==> src/design/pin_share_pkg.sv <==
// Purpose : Shared constants and carrier types for the port 4 / port 5 pin sharing block
// Assumes : APB slave with 32-bit data, one register per aligned word
// Notes   : Pin indices of port 4 follow the shared peripheral assignment
package pin_share_pkg;

  // Register byte offsets
  localparam logic [7:0] PORT4_DATA_OFS   = 8'h00;  // Port 4 output data
  localparam logic [7:0] PORT4_DIR_OFS    = 8'h04;  // Port 4 direction, 1 = output
  localparam logic [7:0] PORT4_PULLUP_OFS = 8'h08;  // Port 4 pull-up select
  localparam logic [7:0] PORT5_DATA_OFS   = 8'h0C;  // Port 5 output data
  localparam logic [7:0] PORT5_DIR_OFS    = 8'h10;  // Port 5 direction, 1 = output
  localparam logic [7:0] PIN_LEVEL_OFS    = 8'h14;  // Read only: pin levels
  localparam logic [7:0] PIN_STATUS_OFS   = 8'h18;  // Read only: override and contention

  // Reset values
  localparam logic [7:0] PORT4_DATA_RST   = 8'h00;
  localparam logic [7:0] PORT4_DIR_RST    = 8'h00;
  localparam logic [7:0] PORT4_PULLUP_RST = 8'h00;
  localparam logic [1:0] PORT5_DATA_RST   = 2'h0;
  localparam logic [1:0] PORT5_DIR_RST    = 2'h0;

  // Port 4 and port 5 pin positions
  localparam int WAVE_A_PIN   = 0;  // port4_pin0
  localparam int WAVE_B_PIN   = 1;  // port4_pin1
  localparam int UART_RX_PIN  = 2;  // port4_pin2
  localparam int UART_TX_PIN  = 3;  // port4_pin3
  localparam int UART_CLK_PIN = 4;  // port4_pin4
  localparam int XS1_RX_PIN   = 5;  // port4_pin5
  localparam int XS1_TX_PIN   = 6;  // port4_pin6
  localparam int XS1_CLK_PIN  = 7;  // port4_pin7
  localparam int XS2_RX_PIN   = 0;  // port5_pin0

  // Status register field positions
  localparam int STAT_UART_CONT = 8;  // Receive pin driven during UART reception
  localparam int STAT_XS1_CONT  = 9;  // Receive pin driven during serial 1 input
  localparam int STAT_XS2_CONT  = 10; // Receive pin driven during serial 2 input

  // Peripheral outputs and their enables toward the pins
  typedef struct packed {
    logic wave_a;        // pulse_timer1_wave_a
    logic wave_a_en;
    logic wave_b;        // pulse_timer1_wave_b
    logic wave_b_en;
    logic uart_tx;       // uart_tx_out
    logic uart_tx_en;
    logic uart_clk;      // uart_serial_clk, output side
    logic uart_clk_en;
    logic xs1_tx;        // xserial1_tx_out
    logic xs1_tx_en;
    logic xs1_clk;       // xserial1_serial_clk, output side
    logic xs1_clk_en;
  } periph_out_type;

  // Pin levels delivered to the peripherals
  typedef struct packed {
    logic uart_rx_in;          // uart_rx_in
    logic uart_clk_in;         // uart_serial_clk, input side
    logic xserial1_rx_in;      // xserial1_rx_in
    logic xserial1_clk_in;     // xserial1_serial_clk, input side
    logic xserial2_rx_in;      // xserial2_rx_in
    logic updown_cnt1_clk_a;   // updown_cnt1_clk_a
  } periph_in_type;

  // Reception activity flags from the serial peripherals
  typedef struct packed {
    logic uart_rx_busy;
    logic xs1_rx_busy;
    logic xs2_rx_busy;
  } rx_busy_type;

endpackage : pin_share_pkg

==> src/design/pin_share.sv <==
// Purpose : Pin sharing for port 4 and port 5 pins 0-1 with timer, UART and serial peripherals
// Assumes : Single clock core_clk at 20 MHz, synchronous active-high reset srst
// Notes   : Pin outputs, enables and peripheral inputs are registered, one cycle of delay
//
// Notes on behaviour
// - Pull-up acts only while pin is input
// - Pins 0-1 are port only without waveform
// - Enabled timer waveform replaces port data
// - UART transmit drives pin only when enabled
// - UART clock driven only when output enabled
// - UART receive input sampled continuously from pin
// - Serial 1 data drives pin only when enabled
// - Serial 1 clock driven only when enabled
// - Serial 1/2 data inputs sampled continuously
// - Serial 2 input pin also feeds counter
//
// Design decisions made here: the placing of the registers and register access over APB.
`timescale 1ns/10ps
module pin_share
  import pin_share_pkg::*;
(
  input  wire logic           core_clk,          // 20 MHz clock
  input  wire logic           srst,              // Synchronous reset
  input  wire logic           psel,              // APB select
  input  wire logic           penable,           // APB access phase
  input  wire logic           pwrite,            // APB direction
  input  wire logic [7:0]     paddr,             // APB byte address
  input  wire logic [31:0]    pwdata,            // APB write data
  output logic      [31:0]    prdata,            // APB read data
  output logic                pready,            // APB ready
  output logic                pslverr,           // APB error on unmapped address
  input  wire periph_out_type periph_out,        // Peripheral outputs with enables
  input  wire rx_busy_type    rx_busy,           // Peripheral reception activity
  output periph_in_type       periph_in,         // Pin levels to the peripherals
  input  wire logic [7:0]     port4_pin_in,      // Port 4 pin levels
  output logic      [7:0]     port4_pin_out,     // Port 4 pin drive value
  output logic      [7:0]     port4_pin_oe,      // Port 4 pin drive enable
  output logic      [7:0]     port4_pullup_en,   // Port 4 pull-up resistor enable
  input  wire logic [1:0]     port5_pin_in,      // Port 5 pin levels
  output logic      [1:0]     port5_pin_out,     // Port 5 pin drive value
  output logic      [1:0]     port5_pin_oe       // Port 5 pin drive enable
);

  logic [7:0]  port4_data_q;          // Port 4 output data
  logic [7:0]  port4_dir_q;           // Port 4 direction
  logic [7:0]  port4_pullup_select_q; // Port 4 pull-up select
  logic [1:0]  port5_data_q;          // Port 5 output data
  logic [1:0]  port5_dir_q;           // Port 5 direction
  logic [7:0]  ovr_en;                // Peripheral owns the pin
  logic [7:0]  ovr_val;               // Peripheral drive value
  logic [7:0]  p4_oe_d;               // Next port 4 drive enable
  logic [7:0]  p4_out_d;              // Next port 4 drive value
  logic [2:0]  cont_d;                // Receive pins driven during reception
  logic        wr_en;                 // Write commits this edge
  logic        rd_en;                 // Read data is loaded this edge
  logic        addr_ok;               // Address is mapped
  logic [31:0] rdata_d;               // Read data mux

  // Peripheral ownership of each port 4 pin; receive pins are never owned
  always_comb begin
    ovr_en  = 8'h00;
    ovr_val = 8'h00;
    ovr_en[WAVE_A_PIN]    = periph_out.wave_a_en;
    ovr_val[WAVE_A_PIN]   = periph_out.wave_a;
    ovr_en[WAVE_B_PIN]    = periph_out.wave_b_en;
    ovr_val[WAVE_B_PIN]   = periph_out.wave_b;
    ovr_en[UART_TX_PIN]   = periph_out.uart_tx_en;
    ovr_val[UART_TX_PIN]  = periph_out.uart_tx;
    ovr_en[UART_CLK_PIN]  = periph_out.uart_clk_en;
    ovr_val[UART_CLK_PIN] = periph_out.uart_clk;
    ovr_en[XS1_TX_PIN]    = periph_out.xs1_tx_en;
    ovr_val[XS1_TX_PIN]   = periph_out.xs1_tx;
    ovr_en[XS1_CLK_PIN]   = periph_out.xs1_clk_en;
    ovr_val[XS1_CLK_PIN]  = periph_out.xs1_clk;
  end

  // Per-pin selection between peripheral and port registers
  genvar gi;
  generate
    for (gi = 0; gi < 8; gi++) begin : g_pin
      // Enabled peripheral forces output and its own value
      assign p4_oe_d[gi]  = ovr_en[gi] | port4_dir_q[gi];
      assign p4_out_d[gi] = ovr_en[gi] ? ovr_val[gi] : port4_data_q[gi];

      // Pin drive, enable and pull-up registers
      always_ff @(posedge core_clk) begin
        if (srst) begin
          port4_pin_out[gi]   <= 1'b0;
          port4_pin_oe[gi]    <= 1'b0;
          port4_pullup_en[gi] <= 1'b0;
        end else begin
          port4_pin_out[gi]   <= p4_out_d[gi];
          port4_pin_oe[gi]    <= p4_oe_d[gi];
          port4_pullup_en[gi] <= port4_pullup_select_q[gi] & ~p4_oe_d[gi];
        end
      end
    end
  endgenerate

  // Port 5 pins are plain port pins on the output side
  always_ff @(posedge core_clk) begin
    if (srst) begin
      port5_pin_out <= 2'h0;
      port5_pin_oe  <= 2'h0;
    end else begin
      port5_pin_out <= port5_data_q;
      port5_pin_oe  <= port5_dir_q;
    end
  end

  // Pin levels always pass to the peripheral inputs
  always_ff @(posedge core_clk) begin
    if (srst) begin
      periph_in <= '0;
    end else begin
      periph_in.uart_rx_in        <= port4_pin_in[UART_RX_PIN];
      periph_in.uart_clk_in       <= port4_pin_in[UART_CLK_PIN];
      periph_in.xserial1_rx_in    <= port4_pin_in[XS1_RX_PIN];
      periph_in.xserial1_clk_in   <= port4_pin_in[XS1_CLK_PIN];
      periph_in.xserial2_rx_in    <= port5_pin_in[XS2_RX_PIN];
      periph_in.updown_cnt1_clk_a <= port5_pin_in[XS2_RX_PIN];
    end
  end

  // Receive pins that the port drives while reception runs
  assign cont_d[0] = rx_busy.uart_rx_busy & port4_pin_oe[UART_RX_PIN];
  assign cont_d[1] = rx_busy.xs1_rx_busy & port4_pin_oe[XS1_RX_PIN];
  assign cont_d[2] = rx_busy.xs2_rx_busy & port5_pin_oe[XS2_RX_PIN];

  // APB handshake: ready rises in the second access cycle
  assign wr_en   = psel & penable & pready & pwrite;
  assign rd_en   = psel & penable & ~pready & ~pwrite;
  assign addr_ok = (paddr <= PIN_STATUS_OFS) && (paddr[1:0] == 2'b00);

  // Ready and error flags
  always_ff @(posedge core_clk) begin
    if (srst) begin
      pready  <= 1'b0;
      pslverr <= 1'b0;
    end else begin
      pready  <= psel & penable & ~pready;
      pslverr <= psel & penable & ~pready & ~addr_ok;
    end
  end

  // Read data mux
  always_comb begin
    rdata_d = 32'h0000_0000;
    if (paddr == PORT4_DATA_OFS) begin
      rdata_d[7:0] = port4_data_q;
    end else if (paddr == PORT4_DIR_OFS) begin
      rdata_d[7:0] = port4_dir_q;
    end else if (paddr == PORT4_PULLUP_OFS) begin
      rdata_d[7:0] = port4_pullup_select_q;
    end else if (paddr == PORT5_DATA_OFS) begin
      rdata_d[1:0] = port5_data_q;
    end else if (paddr == PORT5_DIR_OFS) begin
      rdata_d[1:0] = port5_dir_q;
    end else if (paddr == PIN_LEVEL_OFS) begin
      rdata_d[9:0] = {port5_pin_in, port4_pin_in};
    end else if (paddr == PIN_STATUS_OFS) begin
      rdata_d[7:0] = ovr_en;
      rdata_d[STAT_XS2_CONT:STAT_UART_CONT] = cont_d;
    end
  end

  // Read data register, loaded in the first access cycle
  always_ff @(posedge core_clk) begin
    if (srst) begin
      prdata <= 32'h0000_0000;
    end else if (rd_en) begin
      prdata <= rdata_d;
    end
  end

  // Port configuration registers
  always_ff @(posedge core_clk) begin
    if (srst) begin
      port4_data_q          <= PORT4_DATA_RST;
      port4_dir_q           <= PORT4_DIR_RST;
      port4_pullup_select_q <= PORT4_PULLUP_RST;
      port5_data_q          <= PORT5_DATA_RST;
      port5_dir_q           <= PORT5_DIR_RST;
    end else if (wr_en) begin
      if (paddr == PORT4_DATA_OFS) begin
        port4_data_q <= pwdata[7:0];
      end else if (paddr == PORT4_DIR_OFS) begin
        port4_dir_q <= pwdata[7:0];
      end else if (paddr == PORT4_PULLUP_OFS) begin
        port4_pullup_select_q <= pwdata[7:0];
      end else if (paddr == PORT5_DATA_OFS) begin
        port5_data_q <= pwdata[1:0];
      end else if (paddr == PORT5_DIR_OFS) begin
        port5_dir_q <= pwdata[1:0];
      end
    end
  end
endmodule : pin_share

==> config.mk <==
export PLATFORM = sky130hd
export DESIGN_NAME = pin_share
export DESIGN_NICKNAME = d
export VERILOG_FILES = /design/src/design/pin_share_pkg.sv /design/src/design/pin_share.sv
export SDC_FILE = /design/constraint.sdc
export NUM_CORES = 1
export LEC_CHECK = 0
export BUFFER_PORTS_ARGS = -buffer_cell sky130_fd_sc_hd__buf_2
export CORE_MARGIN = 1.5
export CORE_UTILIZATION = 50
export CTS_BUF_LIST = sky130_fd_sc_hd__clkbuf_2 sky130_fd_sc_hd__clkbuf_4 sky130_fd_sc_hd__clkbuf_8
export DETAILED_ROUTE_END_ITERATION = 8
export PLACE_DENSITY = 0.94
export SYNTH_ARGS = -nofsm -noshare
export SYNTH_HDL_FRONTEND = slang
export SYNTH_SLANG_ARGS = --single-unit
==> constraint.sdc <==
create_clock -name core_clk -period 3.14 [get_ports core_clk]
set_input_delay 0 -clock core_clk [delete_from_list [all_inputs] [get_ports core_clk]]
set_output_delay 0 -clock core_clk [all_outputs]
set_load 0.01 [all_outputs]
# Yosys cells after proc, flatten, opt, wreduce, memory -nomap -nowiden
# Cells that the tools add are included.
[classes]
muxes = 19
reduce_logical = 8
eq_ne = 6
n_lt_le_gt_ge = 1
n_bitwise = 38
[op_table]
columns = ["cell", "n"]
rows = [
  ["$eq 8x5->1 const B", 3],
  ["$mux 8", 3],
  ["$mux 9", 2],
  ["$and 1x1->1", 17],
  ["$eq 8x4->1 const B", 2],
  ["$not 1->1", 15],
  ["$mux 11", 1],
  ["$mux 10", 1],
  ["$mux 3", 3],
  ["$eq 8x3->1 const B", 1],
  ["$le 8x5->1 const B", 1],
  ["$logic_not 8->1", 1],
  ["$mux 1", 7],
  ["$or 1x1->1", 6],
  ["$reduce_and 6->1", 1],
  ["$reduce_and 5->1", 1],
  ["$mux 2", 2],
  ["$reduce_and 4->1", 1],
  ["$reduce_and 3->1", 1],
  ["$logic_not 2->1", 1],
  ["$reduce_and 2->1", 1],
  ["$logic_and 1x1->1", 1],
]
[word_totals]
input_bits = 70
out_inout_bits = 68
reg_bits = 74

# Logic depth before layout (Yosys ltp)
[depth]
ltp_word = 8
ltp_mapped = 6
depth_no_buf = 4

# Worst setup path after synthesis
# No wires, ideal clock.
[synth_path]
kind = "flip-flop to flip-flop"
start = "register pready"
end = "register port4_dir_q[6]"
t_required_ns = 3.012
path_stages_with_launch = 5
t_arrival_ns = 1.478
n_path_buf = 0
slack_ns = 1.535
path_cell_list = "dfxtp_1 -> nand4_1 -> nor4_4 -> mux2i_1 -> nor2_1"
[synth_via]
elab_chain_cells = 3
[synth_rtl]
columns = ["element", "line_no", "source"]
rows = [
  ["from (decl)", "pin_share.sv:30", "output logic pready,"],
  ["from (signal assigned)", "pin_share.sv:141", "pready <= psel & penable & ~pready;"],
  ["$and 1x1->1 (2 in series)", "pin_share.sv:131", "assign wr_en = psel & penable & pready & pwrite;"],
  ["$reduce_and 3->1 (no line)", "--", ""],
  ["to (signal assigned)", "pin_share.sv:188", "port4_dir_q <= pwdata[7:0];"],
  ["to (decl)", "pin_share.sv:45", "logic [7:0] port4_dir_q;"],
]
# Every way passes these cells.
# A chain may end at the register's enable or synchronous reset.

# Worst setup path after layout
[layout_path]
start = "register pready"
end = "register port4_dir_q[7]"
# The elaborated chain is that of the path after synthesis.

==> reports/qor.tcl <==
set qor(critical_path_class) {reg2reg}
set qor(grt_pass1_wl_mm) 11.46
set qor(globalRouteOverflowTotal) 0
set qor(rr_startpoint) {pready}
set qor(detail_route.wirelength_mm) 7.678
set qor(total_leakage_power_nw) 1.795
set qor(clk_root_buffer_cell) {sky130_fd_sc_hd__clkbuf_8}
set qor(post-cts-setup-buffers) 0
set qor(synth_area_um2) 3059
set qor(dr.pass1.iters) 5
set qor(clock-skew-final_ns) 0.006257
set qor(period_minus_slack_ns) 1.955
set qor(clkSlewWorstSetupHoldPaths_ns) 0.07
set qor(cp-start-kind) {flip-flop}
set qor(finalSetupViolCount) 0
set qor(cts.path.max_buffers) 2
set qor(std_cell_rows) 28
set qor(place.detailed.hpwl_mm) 5.022
set qor(layout-drive-gt1-share_pct) 26.32
set qor(cp_max_fo) 8
set qor(rsz_0062_raised_after_global_routing) {false}
set qor(numPortBuffers) 92
set qor(worstHoldPathType) {in2reg}
set qor(remaining_drc_errors) 0
set qor(outcome) {completed}
set qor(period_share_pct) 62.26
set qor(reg2reg_slack_ns) 1.19
set qor(cts_h_tree_depth) 3
set qor(ys_ff_latch) 74
set qor(initial_utilization_pct) 51.67
set qor(antenna_cells_inserted) 0
set qor(drt_iter0_drc) 186
set qor(largest_net_degree_at_the_start_of_global_routing) 58
set qor(track_usage_pct) 23.48
set qor(yosysWarningCount) 0
set qor(initial_antenna_violation_count) 0
set qor(critPathCapture) {port4_dir_q[7]}
set qor(synthDistinctLibCells) 40
set qor(layout-area-overhead-vs-synth_pct) 29.04
set qor(num_io_pins) 138
set qor(timing.critical_path.from) {pready}
set qor(number_of_enable_flip_flop_cells_after_synthesis) 0
set qor(cts_tree) {done}
set qor(cts_buffers) 9
set qor(timing.critical_path.to_type) {flip-flop}
set qor(finish.net_count) 502
set qor(slew_headroom_pct) 29.59
set qor(number_of_global_route_vias_before_repair) 2498
set qor(required_ns) 3.33
set qor(via_count) 2729
set qor(worstReg2RegEnd) {port4_dir_q[7]}
set qor(die_x_um) 81.22
set qor(worst_ep_arrival_time_ns) 2.15
set qor(final.setup.worst_slack_ns) 1.185
set qor(die_h_um) 81.22
set qor(routed_wire_length_per_instance_um) 15.00
set qor(timing.reg2reg.worst_path_depth) 4
set qor(max_capacitance_violation_count) 0
set qor(core_region_area_um2) 5921
set qor(synth_seq_area_share_pct) 48.43
set qor(async_flop_share_pct) 0
set qor(via_to_cell_ratio) 5.330
set qor(die_area_um2) 6597
set qor(insertion_delay_ns) 0.34
set qor(synthFlopType) {sky130_fd_sc_hd__dfxtp_1}
set qor(tightest_slew_ns) 1.048
set qor(timing.final.hold_violations) 0
set qor(route.antenna.remaining_nets) 0
set qor(max_clock_freq_mhz) 511.5
set qor(cts.sinks) 74
set qor(pre_cts_slack_ns) 1.208
set qor(largest_vdd_supply_drop_mv) 0.4234
set qor(power_density_nw_per_um2) 478.0
set qor(place.gp.congestion) 0.7793
set qor(drv_slew) 0
set qor(setup-tns-final_ns) 0
set qor(synthCells) 320
set qor(report.power.total_mw) 1.887
set qor(postSynthAreaPerCell_um2) 9.560
## area by class of cell
type	instances	area [um2]
fill	468	1973
sequential	74	1481
multi-input combinational	220	1395
timing repair buffer	121	745.7
clock buffer	14	173.9
tap	75	93.84
clock inverter	2	35.03
inverter	6	22.52
## Yosys cell counts (2+ instances only)
library cell / number / share of area, %
sky130_fd_sc_hd__a211oi_1: 2 / 0.49
sky130_fd_sc_hd__a21oi_1: 4 / 0.65
sky130_fd_sc_hd__a221oi_1: 2 / 0.57
sky130_fd_sc_hd__a22o_1: 4 / 1.1
sky130_fd_sc_hd__a32o_1: 2 / 0.65
sky130_fd_sc_hd__a32oi_1: 5 / 1.4
sky130_fd_sc_hd__and4_1: 2 / 0.57
sky130_fd_sc_hd__buf_2: 2 / 0.33
sky130_fd_sc_hd__buf_4: 22 / 5.4
sky130_fd_sc_hd__clkbuf_1: 15 / 1.8
sky130_fd_sc_hd__dfxtp_1: 74 / 48
sky130_fd_sc_hd__inv_1: 6 / 0.74
sky130_fd_sc_hd__mux2i_1: 39 / 13
sky130_fd_sc_hd__nand2_1: 10 / 1.2
sky130_fd_sc_hd__nand2b_1: 4 / 0.82
sky130_fd_sc_hd__nand3_1: 5 / 0.82
sky130_fd_sc_hd__nand3b_1: 4 / 0.98
sky130_fd_sc_hd__nand4_1: 3 / 0.61
sky130_fd_sc_hd__nor2_1: 55 / 6.7
sky130_fd_sc_hd__nor2b_1: 14 / 2.9
sky130_fd_sc_hd__nor3_1: 7 / 1.1
sky130_fd_sc_hd__nor4_1: 9 / 1.8
sky130_fd_sc_hd__nor4b_1: 3 / 0.86
sky130_fd_sc_hd__o21ai_0: 4 / 0.65
sky130_fd_sc_hd__o2bb2ai_1: 5 / 1.4
sky130_fd_sc_hd__o41ai_1: 4 / 1.1
## per-stage QoR
step,utilization [%],instances,hold slack [ns],instance area (um2)
after global routing,66.67,512,0.03453,3948
after CTS,66.67,512,0.01472,3948
after detailed placement,58.58,469,0.2296,3468
after floorplan,-,340,0.07708,3134
after global placement,58.58,469,0.2283,3468
final,66.67,512,0.02778,3948
## timing repair
item | 4_1_cts | 5_1_grt
hold endpoints to repair | 51 | 0
gates resized for setup | 0 | 0
hold buffers | 27 | 0
## per-layer routing
metal | vias to the layer above | track usage [%] | wire, um
met5 | - | 0 | 0
met4 | 0 | 7.759 | 97
met3 | 10 | 6.854 | 567
met2 | 142 | 41.17 | 3762
met1 | 1266 | 27.29 | 3250
li1 | 1311 | - | -
## how the worst min path moves through the flow
stage / to / depth (start not counted) / startpoint / slack, ns
floorplan: port4_pullup_en[3] / 1 / periph_out[6] / 0.08
global placement: periph_in[3] / 2 / port4_pin_in[5] / 0.23
detailed placement: port4_pullup_en[7] / 2 / periph_out[0] / 0.23
CTS: prdata[5] / 4 / paddr[1] / 0.01
global route: prdata[5] / 4 / paddr[5] / 0.03
finish: prdata[5] / 4 / paddr[0] / 0.03
## sequential cells by signal, indices dropped and copies added, names as in the netlist
register / count
port5_data_q: 2
port4_pin_out: 8
periph_in: 5
pslverr: 1
prdata: 11
port4_pin_oe: 8
port4_data_q: 8
port5_pin_out: 2
port4_pullup_en: 8
port5_pin_oe: 2
port4_dir_q: 8
pready: 1
port5_dir_q: 2
port4_pullup_select_q: 8
## critical path, cell delays in order (launching register included)
cell and delay [ns]:
sky130_fd_sc_hd__dfxtp_1 0.43, sky130_fd_sc_hd__nand4_1 0.21, sky130_fd_sc_hd__nor4_4 0.84, sky130_fd_sc_hd__mux2i_1 0.28
sky130_fd_sc_hd__nor2_1 0.05
## report_power, final
group	switching, mW	total [mW]	internal [mW]
Sequential	0.00534	0.957	0.952
Clock	0.318	0.754	0.436
Combinational	0.0992	0.176	0.0763
## cells by family after synthesis
family / after synthesis / share of synthesized area (%)
mux: 39 / 12.76
buf+inv: 46 / 8.425
simple gates: 125 / 21.27
compound gates: 35 / 8.998
other cells: 1 / 0.1226
flops: 74 / 48.43
## cell usage in the layout, fill, tap and decap left out, types with 3 or more instances in the layout
master / count
sky130_fd_sc_hd__nor4_1: 9
sky130_fd_sc_hd__nand3b_1: 4
sky130_fd_sc_hd__dfxtp_1: 74
sky130_fd_sc_hd__o21ai_0: 4
sky130_fd_sc_hd__nor4b_1: 3
sky130_fd_sc_hd__clkbuf_4: 3
sky130_fd_sc_hd__a32oi_1: 5
sky130_fd_sc_hd__nand4_1: 3
sky130_fd_sc_hd__nor2_1: 55
sky130_fd_sc_hd__o2bb2ai_1: 5
sky130_fd_sc_hd__dlygate4sd3_1: 27
sky130_fd_sc_hd__a21oi_1: 4
sky130_fd_sc_hd__inv_1: 6
sky130_fd_sc_hd__nor2b_1: 14
sky130_fd_sc_hd__o41ai_1: 4
sky130_fd_sc_hd__conb_1: 21
sky130_fd_sc_hd__nand2_1: 10
sky130_fd_sc_hd__clkbuf_8: 11
sky130_fd_sc_hd__mux2i_1: 39
sky130_fd_sc_hd__nand2b_1: 4
sky130_fd_sc_hd__nand3_1: 5
sky130_fd_sc_hd__buf_2: 92
sky130_fd_sc_hd__a22o_1: 4
sky130_fd_sc_hd__nor3_1: 7
No activity file was read; power rests on OpenSTA's default activity.
